==> config.mk <==
export PLATFORM = sky130hd
export DESIGN_NAME = hfs_host_ctrl
export DESIGN_NICKNAME = d
export VERILOG_FILES = /design/src/common/hfs_pkg.sv /design/src/hw/hfs_bus_cycle.sv /design/src/hw/hfs_host_ctrl.sv
export SDC_FILE = /design/constraint.sdc
export NUM_CORES = 1
export LEC_CHECK = 0
export ABC_AREA = 1
export BUFFER_PORTS_ARGS = -buffer_cell sky130_fd_sc_hd__clkbuf_2
export CORE_UTILIZATION = 60
export CTS_CLUSTER_DIAMETER = 200
export DETAILED_ROUTE_END_ITERATION = 12
export PLACE_DENSITY = 0.81
export SYNTH_ARGS = -nofsm -noshare
export SYNTH_HDL_FRONTEND = slang
export SYNTH_SLANG_ARGS = --single-unit
==> constraint.sdc <==
create_clock -name clk_sys -period 2.6 [get_ports clk_sys]
set_input_delay 0.13 -clock clk_sys [delete_from_list [all_inputs] [get_ports clk_sys]]
set_output_delay 0.13 -clock clk_sys [all_outputs]
set_load 0.01 [all_outputs]
==> src/common/hfs_pkg.sv <==
`default_nettype none
package hfs_pkg;
    // clock and bus widths
    localparam int CLK_NS = 100;
    localparam int ADDR_W = 20;
    localparam int DATA_W = 16;
    localparam int PULSE_W = 17;

    // program and erase durations, polling starts after the typical time
    localparam int PROG_BYTE_US = 9;
    localparam int PROG_WORD_US = 11;
    localparam int PROG_BYTE_CYC = PROG_BYTE_US * 1000 / CLK_NS;
    localparam int PROG_WORD_CYC = PROG_WORD_US * 1000 / CLK_NS;
    localparam real SECTOR_ERASE_S = 0.7;
    localparam int SECTOR_ERASE_CYC = int'(SECTOR_ERASE_S * 1.0e9 / CLK_NS);

    // reset pin timing
    localparam int RST_PULSE_NS = 500;
    localparam int RST_PULSE_CYC = (RST_PULSE_NS + CLK_NS - 1) / CLK_NS;
    localparam int RST_ACTIVE_US = 20;
    localparam int RST_ACTIVE_CYC = RST_ACTIVE_US * 1000 / CLK_NS;
    localparam int RST_IDLE_NS = 500;
    localparam int RST_IDLE_CYC = RST_IDLE_NS / CLK_NS;
    localparam int RST_HIGH_NS = 50;
    localparam int RST_HIGH_CYC = (RST_HIGH_NS + CLK_NS - 1) / CLK_NS;

    // protect and unprotect pulse timing
    localparam int PROT_PULSE_MIN_NS = 100;
    localparam int PROT_PULSE_MIN_CYC = (PROT_PULSE_MIN_NS + CLK_NS - 1) / CLK_NS;
    localparam int PROT_PULSE_US = 10;
    localparam int PROT_PULSE_CYC = PROT_PULSE_US * 1000 / CLK_NS;
    localparam int UNPROT_PULSE_MS = 12;
    localparam int UNPROT_PULSE_CYC = UNPROT_PULSE_MS * 1000000 / CLK_NS;
    localparam int OE_SETUP_US = 4;
    localparam int OE_SETUP_CYC = OE_SETUP_US * 1000 / CLK_NS;

    // read access
    localparam int READ_ACCESS_NS = 70;
    localparam int READ_ACCESS_CYC = (READ_ACCESS_NS + CLK_NS - 1) / CLK_NS;

    // sector select field of the address
    localparam int SECTOR_LSB = 12;
    localparam int SECTOR_W = 7;

    // command write codes
    localparam logic [ADDR_W-1:0] UNLOCK1_WORD = 20'h00555;
    localparam logic [ADDR_W-1:0] UNLOCK2_WORD = 20'h002AA;
    localparam logic [ADDR_W-1:0] UNLOCK1_BYTE = 20'h00AAA;
    localparam logic [ADDR_W-1:0] UNLOCK2_BYTE = 20'h00555;
    localparam logic [DATA_W-1:0] UNLOCK_DATA1 = 16'h00AA;
    localparam logic [DATA_W-1:0] UNLOCK_DATA2 = 16'h0055;
    localparam logic [DATA_W-1:0] CMD_PROGRAM = 16'h00A0;
    localparam logic [DATA_W-1:0] CMD_ERASE = 16'h0080;
    localparam logic [DATA_W-1:0] CMD_CHIP = 16'h0010;
    localparam logic [DATA_W-1:0] CMD_SECTOR = 16'h0030;

    typedef enum logic [2:0] {
        OP_READ = 3'h0,
        OP_PROGRAM = 3'h1,
        OP_CHIP_ERASE = 3'h2,
        OP_SECTOR_ERASE = 3'h3,
        OP_PROTECT = 3'h4,
        OP_UNPROTECT = 3'h5,
        OP_RESET = 3'h6
    } hfs_op_t;

    typedef struct packed {
        hfs_op_t op;
        logic [ADDR_W-1:0] addr;
        logic [DATA_W-1:0] data;
        logic wordMode;
        logic useToggle;
    } hfs_cmd_t;

    typedef struct packed {
        logic [DATA_W-1:0] data;
        logic timeout;
    } hfs_rsp_t;

    typedef struct packed {
        logic write;
        logic [ADDR_W-1:0] addr;
        logic [DATA_W-1:0] data;
    } hfs_cyc_t;

    typedef struct packed {
        logic ceB;
        logic oeB;
        logic weB;
        logic [ADDR_W-1:0] addr;
        logic [DATA_W-1:0] dOut;
        logic dOe;
    } hfs_bus_t;

    typedef struct packed {
        hfs_bus_t bus;
        logic resetB;
        logic byteB;
    } hfs_pins_t;
endpackage
`default_nettype wire

==> src/hw/hfs_bus_cycle.sv <==
`timescale 1ns/1ps
`default_nettype none
module hfs_bus_cycle
    import hfs_pkg::*;
#(
    parameter int PW = PULSE_W
) (
    input wire logic clk_sys,
    input wire logic rst_b,
    input wire logic start,
    input wire hfs_cyc_t cyc,
    input wire logic [7:0] setupLen,
    input wire logic [PW-1:0] pulseLen,
    input wire logic [DATA_W-1:0] dataIn,
    output logic busy,
    output logic done_r,
    output logic [DATA_W-1:0] rdData_r,
    output hfs_bus_t bus_r
);
    typedef enum logic [3:0] {
        E_IDLE = 4'b0001,
        E_SETUP = 4'b0010,
        E_PULSE = 4'b0100,
        E_HOLD = 4'b1000
    } hfs_est_t;

    hfs_est_t st_r, st_nxt;
    logic [PW-1:0] cnt_r, cnt_nxt;
    logic wr_r, wr_nxt;
    logic done_nxt;
    logic [DATA_W-1:0] rd_nxt;
    hfs_bus_t bus_nxt;

    assign busy = (st_r != E_IDLE);

    // one write or read cycle: chip select, setup, strobe, release
    always_comb begin
        st_nxt = st_r;
        cnt_nxt = cnt_r;
        wr_nxt = wr_r;
        bus_nxt = bus_r;
        rd_nxt = rdData_r;
        done_nxt = 1'b0;
        unique case (st_r)
            E_IDLE: begin
                if (start) begin
                    st_nxt = E_SETUP;
                    cnt_nxt = PW'(setupLen);
                    wr_nxt = cyc.write;
                    bus_nxt.ceB = 1'b0;
                    bus_nxt.addr = cyc.addr;
                    bus_nxt.dOut = cyc.data;
                    bus_nxt.dOe = cyc.write;
                end
            end
            E_SETUP: begin
                if (cnt_r <= PW'(1)) begin
                    st_nxt = E_PULSE;
                    cnt_nxt = pulseLen;
                    bus_nxt.weB = !wr_r;
                    bus_nxt.oeB = wr_r;
                end else begin
                    cnt_nxt = cnt_r - PW'(1);
                end
            end
            E_PULSE: begin
                if (cnt_r <= PW'(1)) begin
                    st_nxt = E_HOLD;
                    bus_nxt.weB = 1'b1;
                    bus_nxt.oeB = 1'b1;
                    if (!wr_r) begin
                        rd_nxt = dataIn; // sampled a full period after output enable
                    end
                end else begin
                    cnt_nxt = cnt_r - PW'(1);
                end
            end
            E_HOLD: begin
                st_nxt = E_IDLE;
                bus_nxt.ceB = 1'b1;
                bus_nxt.dOe = 1'b0;
                done_nxt = 1'b1;
            end
        endcase
    end

    // cycle state registers
    always_ff @(posedge clk_sys or negedge rst_b) begin
        if (!rst_b) begin
            st_r <= E_IDLE;
            cnt_r <= '0;
            wr_r <= 1'b0;
            done_r <= 1'b0;
            rdData_r <= '0;
            bus_r <= '{ceB: 1'b1, oeB: 1'b1, weB: 1'b1, addr: '0, dOut: '0, dOe: 1'b0};
        end else begin
            st_r <= st_nxt;
            cnt_r <= cnt_nxt;
            wr_r <= wr_nxt;
            done_r <= done_nxt;
            rdData_r <= rd_nxt;
            bus_r <= bus_nxt;
        end
    end
endmodule
`default_nettype wire

==> src/hw/hfs_host_ctrl.sv <==
`timescale 1ns/1ps
`default_nettype none
module hfs_host_ctrl
    import hfs_pkg::*;
#(
    parameter int ERASE_WAIT_CYC = SECTOR_ERASE_CYC,
    parameter int UNPROT_CYC = UNPROT_PULSE_CYC,
    parameter int TIMEOUT_CYC = 200000000
) (
    input wire logic clk_sys,
    input wire logic rst_b,
    input wire logic cmdValid,
    output logic cmdReady,
    input wire hfs_cmd_t cmdIn,
    output logic rspValid_r,
    output hfs_rsp_t rsp_r,
    output logic busy,
    output hfs_pins_t flashPins,
    input wire logic [DATA_W-1:0] flashDataIn
);
    typedef enum logic [5:0] {
        S_RLOW = 6'b000001,
        S_RWAIT = 6'b000010,
        S_IDLE = 6'b000100,
        S_SEQ = 6'b001000,
        S_ALG = 6'b010000,
        S_POLL = 6'b100000
    } hfs_st_t;

    hfs_st_t st_r, st_nxt;
    hfs_cmd_t cmd_r, cmd_nxt;
    logic [31:0] cnt_r, cnt_nxt;
    logic [31:0] to_r, to_nxt;
    logic [2:0] step_r, step_nxt;
    logic pend_r, pend_nxt;
    logic alg_r, alg_nxt;
    logic prevQ6_r, prevQ6_nxt;
    logic havePrev_r, havePrev_nxt;
    logic resetB_r, resetB_nxt;
    logic byteB_r, byteB_nxt;
    logic rspValid_nxt;
    hfs_rsp_t rsp_nxt;
    logic cycStart, cycBusy, cycDone;
    hfs_cyc_t cycReq;
    logic [7:0] setupLen;
    logic [PULSE_W-1:0] pulseLen;
    logic [DATA_W-1:0] rdData;
    hfs_bus_t busPins;
    logic resetAccept, expect7, pollDone;

    // index of the last bus cycle of each command sequence
    function automatic logic [2:0] lastStep(input hfs_op_t op);
        unique case (op)
            OP_PROGRAM: lastStep = 3'h3;
            OP_CHIP_ERASE, OP_SECTOR_ERASE: lastStep = 3'h5;
            default: lastStep = 3'h0;
        endcase
    endfunction

    // bus cycle for a given step of a command sequence
    function automatic hfs_cyc_t seqCycle(input hfs_cmd_t c, input logic [2:0] s);
        logic [ADDR_W-1:0] a1;
        logic [ADDR_W-1:0] a2;
        a1 = c.wordMode ? UNLOCK1_WORD : UNLOCK1_BYTE;
        a2 = c.wordMode ? UNLOCK2_WORD : UNLOCK2_BYTE;
        seqCycle = '{write: 1'b1, addr: a1, data: UNLOCK_DATA1};
        if (c.op == OP_READ) begin
            seqCycle = '{write: 1'b0, addr: c.addr, data: '0};
        end else if (c.op == OP_PROTECT || c.op == OP_UNPROTECT) begin
            seqCycle = '{write: 1'b1, addr: c.addr, data: c.data};
        end else if (s == 3'h1 || s == 3'h4) begin
            seqCycle = '{write: 1'b1, addr: a2, data: UNLOCK_DATA2};
        end else if (s == 3'h2) begin
            seqCycle.data = (c.op == OP_PROGRAM) ? CMD_PROGRAM : CMD_ERASE;
        end else if (s == 3'h3 && c.op == OP_PROGRAM) begin
            seqCycle = '{write: 1'b1, addr: c.addr, data: c.data};
        end else if (s == 3'h5 && c.op == OP_SECTOR_ERASE) begin
            seqCycle.addr = c.addr & ~ADDR_W'((1 << SECTOR_LSB) - 1);
            seqCycle.data = CMD_SECTOR;
        end else if (s == 3'h5) begin
            seqCycle.data = CMD_CHIP;
        end
    endfunction

    // request to the cycle engine and its strobe timing
    always_comb begin
        cycReq = (st_r == S_POLL) ? '{write: 1'b0, addr: cmd_r.addr, data: '0}
                                  : seqCycle(cmd_r, step_r);
        setupLen = 8'h01;
        pulseLen = cycReq.write ? PULSE_W'(1) : PULSE_W'(READ_ACCESS_CYC);
        if (st_r == S_SEQ && cmd_r.op == OP_PROTECT) begin
            setupLen = 8'(OE_SETUP_CYC);
            pulseLen = PULSE_W'(PROT_PULSE_CYC);
        end else if (st_r == S_SEQ && cmd_r.op == OP_UNPROTECT) begin
            setupLen = 8'(OE_SETUP_CYC);
            pulseLen = PULSE_W'(UNPROT_CYC);
        end
    end

    hfs_bus_cycle #(
        .PW(PULSE_W)
    ) u_cycle (
        .clk_sys(clk_sys),
        .rst_b(rst_b),
        .start(cycStart),
        .cyc(cycReq),
        .setupLen(setupLen),
        .pulseLen(pulseLen),
        .dataIn(flashDataIn),
        .busy(cycBusy),
        .done_r(cycDone),
        .rdData_r(rdData),
        .bus_r(busPins)
    );

    assign flashPins = '{bus: busPins, resetB: resetB_r, byteB: byteB_r};
    assign busy = (st_r != S_IDLE);
    // an abort reset is only taken in the algorithm wait or status polling, with no bus cycle pending
    assign resetAccept = cmdValid && cmdIn.op == OP_RESET && !pend_r && !cycBusy
                         && (st_r == S_ALG || st_r == S_POLL);
    assign cmdReady = (st_r == S_IDLE) || resetAccept;
    // completion test: true data on bit 7, or bit 6 stops toggling
    assign expect7 = (cmd_r.op == OP_PROGRAM) ? cmd_r.data[7] : 1'b1;
    assign pollDone = cmd_r.useToggle ? (havePrev_r && rdData[6] == prevQ6_r)
                                      : (rdData[7] == expect7);
    assign cycStart = (st_r == S_SEQ || st_r == S_POLL) && !pend_r && !cycBusy && !resetAccept;

    // main sequencer: reset pin, command writes, wait, status polling
    always_comb begin
        st_nxt = st_r;
        cmd_nxt = cmd_r;
        cnt_nxt = cnt_r;
        to_nxt = to_r;
        step_nxt = step_r;
        pend_nxt = pend_r;
        alg_nxt = alg_r;
        prevQ6_nxt = prevQ6_r;
        havePrev_nxt = havePrev_r;
        resetB_nxt = resetB_r;
        byteB_nxt = byteB_r;
        rspValid_nxt = 1'b0;
        rsp_nxt = rsp_r;
        if (cycStart) begin
            pend_nxt = 1'b1;
        end
        unique case (st_r)
            S_RLOW: begin
                if (cnt_r <= 32'h1) begin
                    st_nxt = S_RWAIT;
                    resetB_nxt = 1'b1;
                    cnt_nxt = alg_r ? 32'(RST_ACTIVE_CYC - RST_PULSE_CYC)
                                    : 32'(RST_HIGH_CYC);
                    alg_nxt = 1'b0;
                end else begin
                    cnt_nxt = cnt_r - 32'h1;
                end
            end
            S_RWAIT: begin
                if (cnt_r <= 32'h1) begin
                    st_nxt = S_IDLE;
                    rspValid_nxt = (cmd_r.op == OP_RESET);
                    rsp_nxt = '{data: '0, timeout: 1'b0};
                end else begin
                    cnt_nxt = cnt_r - 32'h1;
                end
            end
            S_IDLE: begin
                if (cmdValid) begin
                    cmd_nxt = cmdIn;
                    step_nxt = 3'h0;
                    byteB_nxt = cmdIn.wordMode;
                    if (cmdIn.op == OP_RESET) begin
                        st_nxt = S_RLOW;
                        resetB_nxt = 1'b0;
                        cnt_nxt = 32'(RST_PULSE_CYC);
                    end else begin
                        st_nxt = S_SEQ;
                    end
                end
            end
            S_SEQ: begin
                if (cycDone) begin
                    pend_nxt = 1'b0;
                    step_nxt = step_r + 3'h1;
                    if (step_r == lastStep(cmd_r.op)) begin
                        to_nxt = '0;
                        havePrev_nxt = 1'b0;
                        if (cmd_r.op == OP_PROGRAM) begin
                            st_nxt = S_ALG;
                            alg_nxt = 1'b1;
                            cnt_nxt = cmd_r.wordMode ? 32'(PROG_WORD_CYC)
                                                     : 32'(PROG_BYTE_CYC);
                        end else if (cmd_r.op == OP_CHIP_ERASE || cmd_r.op == OP_SECTOR_ERASE) begin
                            st_nxt = S_ALG;
                            alg_nxt = 1'b1;
                            cnt_nxt = 32'(ERASE_WAIT_CYC);
                        end else begin
                            st_nxt = S_IDLE;
                            rspValid_nxt = 1'b1;
                            rsp_nxt = '{data: rdData, timeout: 1'b0};
                        end
                    end
                end
            end
            S_ALG, S_POLL: begin
                to_nxt = to_r + 32'h1;
                if (st_r == S_ALG && cnt_r > 32'h1) begin
                    cnt_nxt = cnt_r - 32'h1;
                end else if (st_r == S_ALG) begin
                    st_nxt = S_POLL;
                end
                if (resetAccept) begin
                    cmd_nxt = cmdIn;
                    st_nxt = S_RLOW;
                    resetB_nxt = 1'b0;
                    cnt_nxt = 32'(RST_PULSE_CYC);
                end else if (cycDone) begin
                    pend_nxt = 1'b0;
                    prevQ6_nxt = rdData[6];
                    havePrev_nxt = 1'b1;
                    if (pollDone || to_r >= 32'(TIMEOUT_CYC)) begin
                        st_nxt = S_IDLE;
                        alg_nxt = 1'b0;
                        rspValid_nxt = 1'b1;
                        rsp_nxt = '{data: rdData, timeout: !pollDone};
                    end
                end
            end
        endcase
    end

    // sequencer registers; the reset pin starts asserted as if an algorithm ran
    always_ff @(posedge clk_sys or negedge rst_b) begin
        if (!rst_b) begin
            st_r <= S_RLOW;
            cmd_r <= '0;
            cnt_r <= 32'(RST_PULSE_CYC);
            to_r <= '0;
            step_r <= '0;
            pend_r <= 1'b0;
            alg_r <= 1'b1;
            prevQ6_r <= 1'b0;
            havePrev_r <= 1'b0;
            resetB_r <= 1'b0;
            byteB_r <= 1'b1;
            rspValid_r <= 1'b0;
            rsp_r <= '0;
        end else begin
            st_r <= st_nxt;
            cmd_r <= cmd_nxt;
            cnt_r <= cnt_nxt;
            to_r <= to_nxt;
            step_r <= step_nxt;
            pend_r <= pend_nxt;
            alg_r <= alg_nxt;
            prevQ6_r <= prevQ6_nxt;
            havePrev_r <= havePrev_nxt;
            resetB_r <= resetB_nxt;
            byteB_r <= byteB_nxt;
            rspValid_r <= rspValid_nxt;
            rsp_r <= rsp_nxt;
        end
    end

    // helper counters for strobe widths, read only by assertions
    logic [19:0] weLowCnt_r, ceLowCnt_r;
    always_ff @(posedge clk_sys or negedge rst_b) begin
        if (!rst_b) begin
            weLowCnt_r <= '0;
            ceLowCnt_r <= '0;
        end else begin
            weLowCnt_r <= busPins.weB ? 20'h00000 : weLowCnt_r + 20'h00001;
            ceLowCnt_r <= busPins.ceB ? 20'h00000 : ceLowCnt_r + 20'h00001;
        end
    end
endmodule
`default_nettype wire

== Word level (Yosys, flattened, before mapping) ==
Cells that the tools add are included.

* Bits of input ports: 60
* Bits in registers: 217
* Word-level logic and storage cells: 254

* Multiplexer cells: 115
* Bitwise operators: 2
* Order comparisons: 4
* Add/subtract/negate cells: 4
* Eq/ne operators: 46
* Reductions and logical operators: 54

{| class="wikitable"
|+ Operators with widths
! cell !! count
|-
| $mux 32 || 12
|-
| $mux 17 || 13
|-
| $pmux 32 s5 || 1
|-
| $mux 37 || 3
|-
| $pmux 17 s3 || 2
|-
| $mux 6 || 14
|-
| $mux 41 || 2
|-
| $pmux 41 s2 || 1
|-
| $mux 36 || 2
|-
| $pmux 32 s2 || 1
|-
| $mux 20 || 2
|-
| $add 32x1->32 const B || 1
|-
| $ge 32x28->1 const B || 1
|-
| $gt 32x1->1 const B || 1
|-
| $le 32x1->1 const B || 1
|-
| $mux 1 || 32
|-
| $mux 16 || 2
|-
| $sub 32x1->32 const B || 1
|-
| $pmux 6 s5 || 1
|-
| $ne 2x2->1 const B || 12
|-
| $reduce_and 3->1 || 8
|-
| $eq 3x3->1 const B || 6
|-
| $le 17x1->1 const B || 1
|-
| $sub 17x1->17 const B || 1
|-
| other kinds (45) || 104
|}

== Depth between registers and ports, before layout ==
* Depth in word-level cells: 11
* Gate-level depth with buffers: 15
* Depth with buffers taken out: 14

== Modules after synthesis ==
A second synthesis with hierarchy kept.

* Cells, all modules: 1850
* Area, all modules: 12956.2 um^2

{| class="wikitable"
|+ Modules (own cells, without submodules)
! module !! area an instance (um^2) !! times used !! cells each
|-
| hfs_host_ctrl || 9067.4 || 1 || 1336
|-
| hfs_bus_cycle || 3888.7 || 1 || 514
|}

== Worst setup path after synthesis ==
No wires, ideal clock.

* Path kind: flip-flop to flip-flop
* Start point: register cnt_r[0]
* End point: register cnt_r[13]
* Cell stages (with the launch flop): 15
* Path slack: 506 ps
* Arrival: 1973 ps
* Clock period less this slack: 2094 ps
* Data required time: 2479 ps
* Setup time: 121 ps
* Path through: dfstp_2 -> inv_1 -> ha_1 -> nand2_1 -> nor2_4 -> nor2_1 -> inv_1 -> nand2_2 -> nand2_1 -> nand2_1 -> inv_2 -> nor2_4 -> buf_6 -> buf_4 -> o21ai_1

* Word-level cells in the longest chain between the ends: 4
* Elaborated cells on any way between the ends: 12
* Those cells by class: 1 x add/sub; 2 x order compare; 2 x eq/ne; 5 x mux; 2 x reduce/logical

{| class="wikitable"
|+ RTL lines
! item !! RTL line !! source
|-
| start: declaration || hfs_host_ctrl.sv:32 || <nowiki>logic [31:0] cnt_r, cnt_nxt;</nowiki>
|-
| start signal: assignment || hfs_host_ctrl.sv:237 || <nowiki>cnt_r <= 32'(RST_PULSE_CYC);</nowiki>
|-
| start signal: assignment || hfs_host_ctrl.sv:251 || <nowiki>cnt_r <= cnt_nxt;</nowiki>
|-
| $sub 32x1->32 or $gt 32x1->1 (tied branches) || -- ||
|-
| $mux 32 or $logic_and 1x1->1 (tied branches) || hfs_host_ctrl.sv:207 || <nowiki>if (st_r == S_ALG && cnt_r > 32'h1) begin</nowiki>
|-
| $mux 32 or $ne 3x3->1 (tied branches) || -- ||
|-
| $pmux 32 s5 or $reduce_and 7->1 (tied branches) || -- ||
|}

Several ways; a longest one is shown, not always the timed one. The select of a mux whose other input is x is not followed.
A chain may end at the register's enable or synchronous reset.

== Worst setup path in the final report ==
* Start point: register cnt_r[0]
* End point: register cnt_r[16]

The elaborated chain is that of the path after synthesis.

==> reports/metrics.yaml <==
setup_path:
  crit_required_ns: 3.03
  reg2reg_slack_ns: 0.22
  start_kind: "flip-flop"
  cp_max_fo: 7
  crit_type: "flip-flop to flip-flop"
  r2r_start: "cnt_r[0]$_DFFE_PN1P_"
  cp.arrival_ns: 2.81
  r2r_end: "cnt_r[16]$_DFFE_PN0P_"
  worstSetupEndpointType: "flip-flop"
  worstRegToRegCells: 12
synthesis:
  synthDistinctLibCells: 45
  synth_edf_count: 0
  syn-num-nets: 1775
  syn_area_sq_um: 12500
  yosysTopAreaCell: "dfrtp_1"
  ys.flop_type: "dfrtp_1"
  synth_seq_cells: 217
  synth_top_area_share_pct: 41.7
  netlist_instances: 1704
  async_flop_share_pct: 100
  seq_area_frac_synth_pct: 43.6
  synth_area_leaders: "dfrtp_1 42%, nand2_1 16%, nor2_1 6.5%"
  syn_avg_cell_area_sq_um: 7.32
  yosys_warnings: 0
sta:
  setup_violations: 0
  finalCritPeriodShare_pct: 91.6
  fmax_mhz: 420
  fin_crit_ns: 2.38
  slew_viol_final: 0
  relSlewSlack_pct: 53.3
  max_slew.worst_pin.slew_ns: 0.701
  rsz0062_at_grt: "false"
  finClkSkew_ns: 0.0196
  whs_ns: 0.161
  finalHoldViolCount: 0
  setup_tns_ns: 0
final_layout:
  layout_common_cells: "531 x nand2_1, 215 x nor2_1, 208 x dfrtp_1"
  drive_above_1_share_pct: 13.4
  stdcell_area_sq_um: 14800
  layout_commonest_cell: "nand2_1"
  syn2layout_area_growth_pct: 18.9
  diodes: 0
  final_net_count: 1961
  fill_cells: 1551
grt:
  grt_pass1_vias: 12200
  gr-max-usage-layer: "met2"
  gr-usage-met1_pct: 41.4
  grt_max_degree: 74
  gr-total-overflow: 0
  met3_usage_pct: 5.47
  grt_pass1_wl_um: 58200
  track_usage_pct: 33.1
  antenna_found_initial: 0
  grt_util_met2_pct: 57.5
placed_design:
  placed_cell_area_sq_um: 13400
  gp_congestion: 0.920
  dpl.hpwl_um: 22500
  io_buffer_count: 121
clock_tree:
  clk_path_buf_depth: 3
  cts_buffers: 24
  clockRootBuffer: "clkbuf_16"
  cts_tree: "built"
  htree_levels: 1
  cts_sinks: 217
  clk_latency_ns: 0.55
  cts.clk_slew.worst_paths_ns: 0.06
detailed_routing:
  firstDrtPassIters: 5
  routed_wirelength_um: 35200
  dr_total_vias: 12200
  via_per_inst: 5.62
  drt_iter0_markers: 1092
  wire_per_inst_um: 16.2
  antenna_left: 0
  drc: 0
power:
  leakagePower_nw: 7.60
  ir_worst_vdd_mv: 0.665
  fin_total_pwr_mw: 7.18
  power_per_cell_area_nw_per_um2: 485
floorplan:
  start_util_pct: 61.4
  die_x_um: 146
  core_sq_um: 20300
  dieArea_sq_um: 21400
  io-pin-count: 122
  die_h_um: 146
  row_count: 52
run_status:
  outcome: "finished clean"
hold_path:
  hold_path.class: "input pin to async pin"
flow_run:
  cap_violations: 0
-- cell type report --
type / instances / area [sq um] / share of cell area (%)
multi-input cells: 1265 / 6130 / 41.3
flip-flops and latches: 217 / 5440 / 36.7
repair buffers: 208 / 1460 / 9.82
clock buffers: 34 / 658 / 4.44
inverters: 173 / 653 / 4.41
well taps: 270 / 338 / 2.28
clock inverters: 10 / 141 / 0.954
repair inverters: 1 / 7.51 / 0.0506
-- where the power goes --
group,internal [mW],switching [mW],total [mW]
Sequential,3.41,0.0237,3.44
Combinational,0.134,0.168,0.302
Clock,1.99,1.46,3.45
Total,5.54,1.65,7.18
-- metal layers --
layer	part of all wire [%]	vias up
met5	0	-
met4	3.7	0
met3	6.6	120
met2	49	484
met1	40	5798
li1	-	5838
-- worst max path at each step --
stage,depth (start not counted),slack (ns),start,to
after floorplan,14,0.51,cnt_r[0]$_DFFE_PN1P_,cnt_r[13]$_DFFE_PN0P_
after global placement,13,0.27,cnt_r[0]$_DFFE_PN1P_,cnt_r[6]$_DFFE_PN0P_
after detailed placement,11,0.15,cnt_r[0]$_DFFE_PN1P_,cnt_r[24]$_DFFE_PN0P_
after CTS,11,0.12,cnt_r[0]$_DFFE_PN1P_,cnt_r[24]$_DFFE_PN0P_
after global routing,11,0.03,step_r[0]$_DFFE_PN0P_,u_cycle.bus_r[23]$_DFFE_PN0P_
final,12,0.22,cnt_r[0]$_DFFE_PN1P_,cnt_r[16]$_DFFE_PN0P_
-- logic make-up (layout without fill, tap and decap cells) --
| group | count (synthesis) | in the layout | share of synthesized area [%] |
|---|---|---|---|
| and+or+nand+nor | 1008 | 1008 | 34.4 |
| adders and majority gates | 11 | 11 | 1.10 |
| muxes | 25 | 25 | 2.26 |
| xor gates and xnor gates | 56 | 56 | 3.93 |
| buffers and inverters | 222 | 426 | 7.30 |
| DFF | 217 | 217 | 43.6 |
| AOI/OAI and AO/OA | 165 | 165 | 7.37 |
-- sequential cells by signal, indices dropped and copies added (netlist names), 6 cells and up --
register	flops
cmd_r	41
rsp_r	17
u_cycle.cnt_r	17
cnt_r	32
u_cycle.rdData_r	16
u_cycle.bus_r	40
st_r	6
to_r	32
-- what timing repair did --
item,4_1_cts,5_1_grt
resized for setup,0,4
buffers inserted,0,3
endpoints found under the setup margin,0,27
hold endpoints to repair,128,0
hold buffers,60,0
-- through the flow --
step / cells / util [%] / worst slack (ns)
6_report: 2178 / 73.0 / 0.218
5_1_grt: 2178 / 73.0 / 0.0291
4_1_cts: 2174 / 72.8 / 0.120
3_3_place_gp: 2070 / 65.9 / 0.272
3_5_place_dp: 2070 / 65.9 / 0.148
2_1_floorplan: 1704 / - / 0.506
-- synthesized netlist by cell type, drive strengths merged, types with 3 or more instances --
| master | n |
|---|---|
| nand2 | 538 |
| nor2 | 227 |
| dfrtp | 208 |
| inv | 170 |
| nand3 | 156 |
| o21ai | 87 |
| xor2 | 47 |
| a21oi | 37 |
| nand4 | 35 |
| buf | 32 |
| mux2 | 25 |
| nor3 | 22 |
| clkbuf | 17 |
| o22ai | 16 |
| nand3b | 15 |
| ha | 11 |
| dfstp | 9 |
| xnor2 | 9 |
| o211ai | 8 |
| o21bai | 7 |
| or2 | 7 |
| a31oi | 5 |
| nor4 | 4 |
| clkinv | 3 |
-- worst max-delay path, cell delays in order (launching register included) --
cell	delay, ns
dfstp_2	0.39
inv_1	0.11
ha_1	0.27
nand2_2	0.14
nor2_4	0.19
nand2_1	0.12
a21oi_2	0.40
clkinvlp_4	0.17
buf_4	0.20
nand3_1	0.10
nand3_1	0.08
nand2_1	0.07
nand2_1	0.05
(Power assumes the default switching activity.)
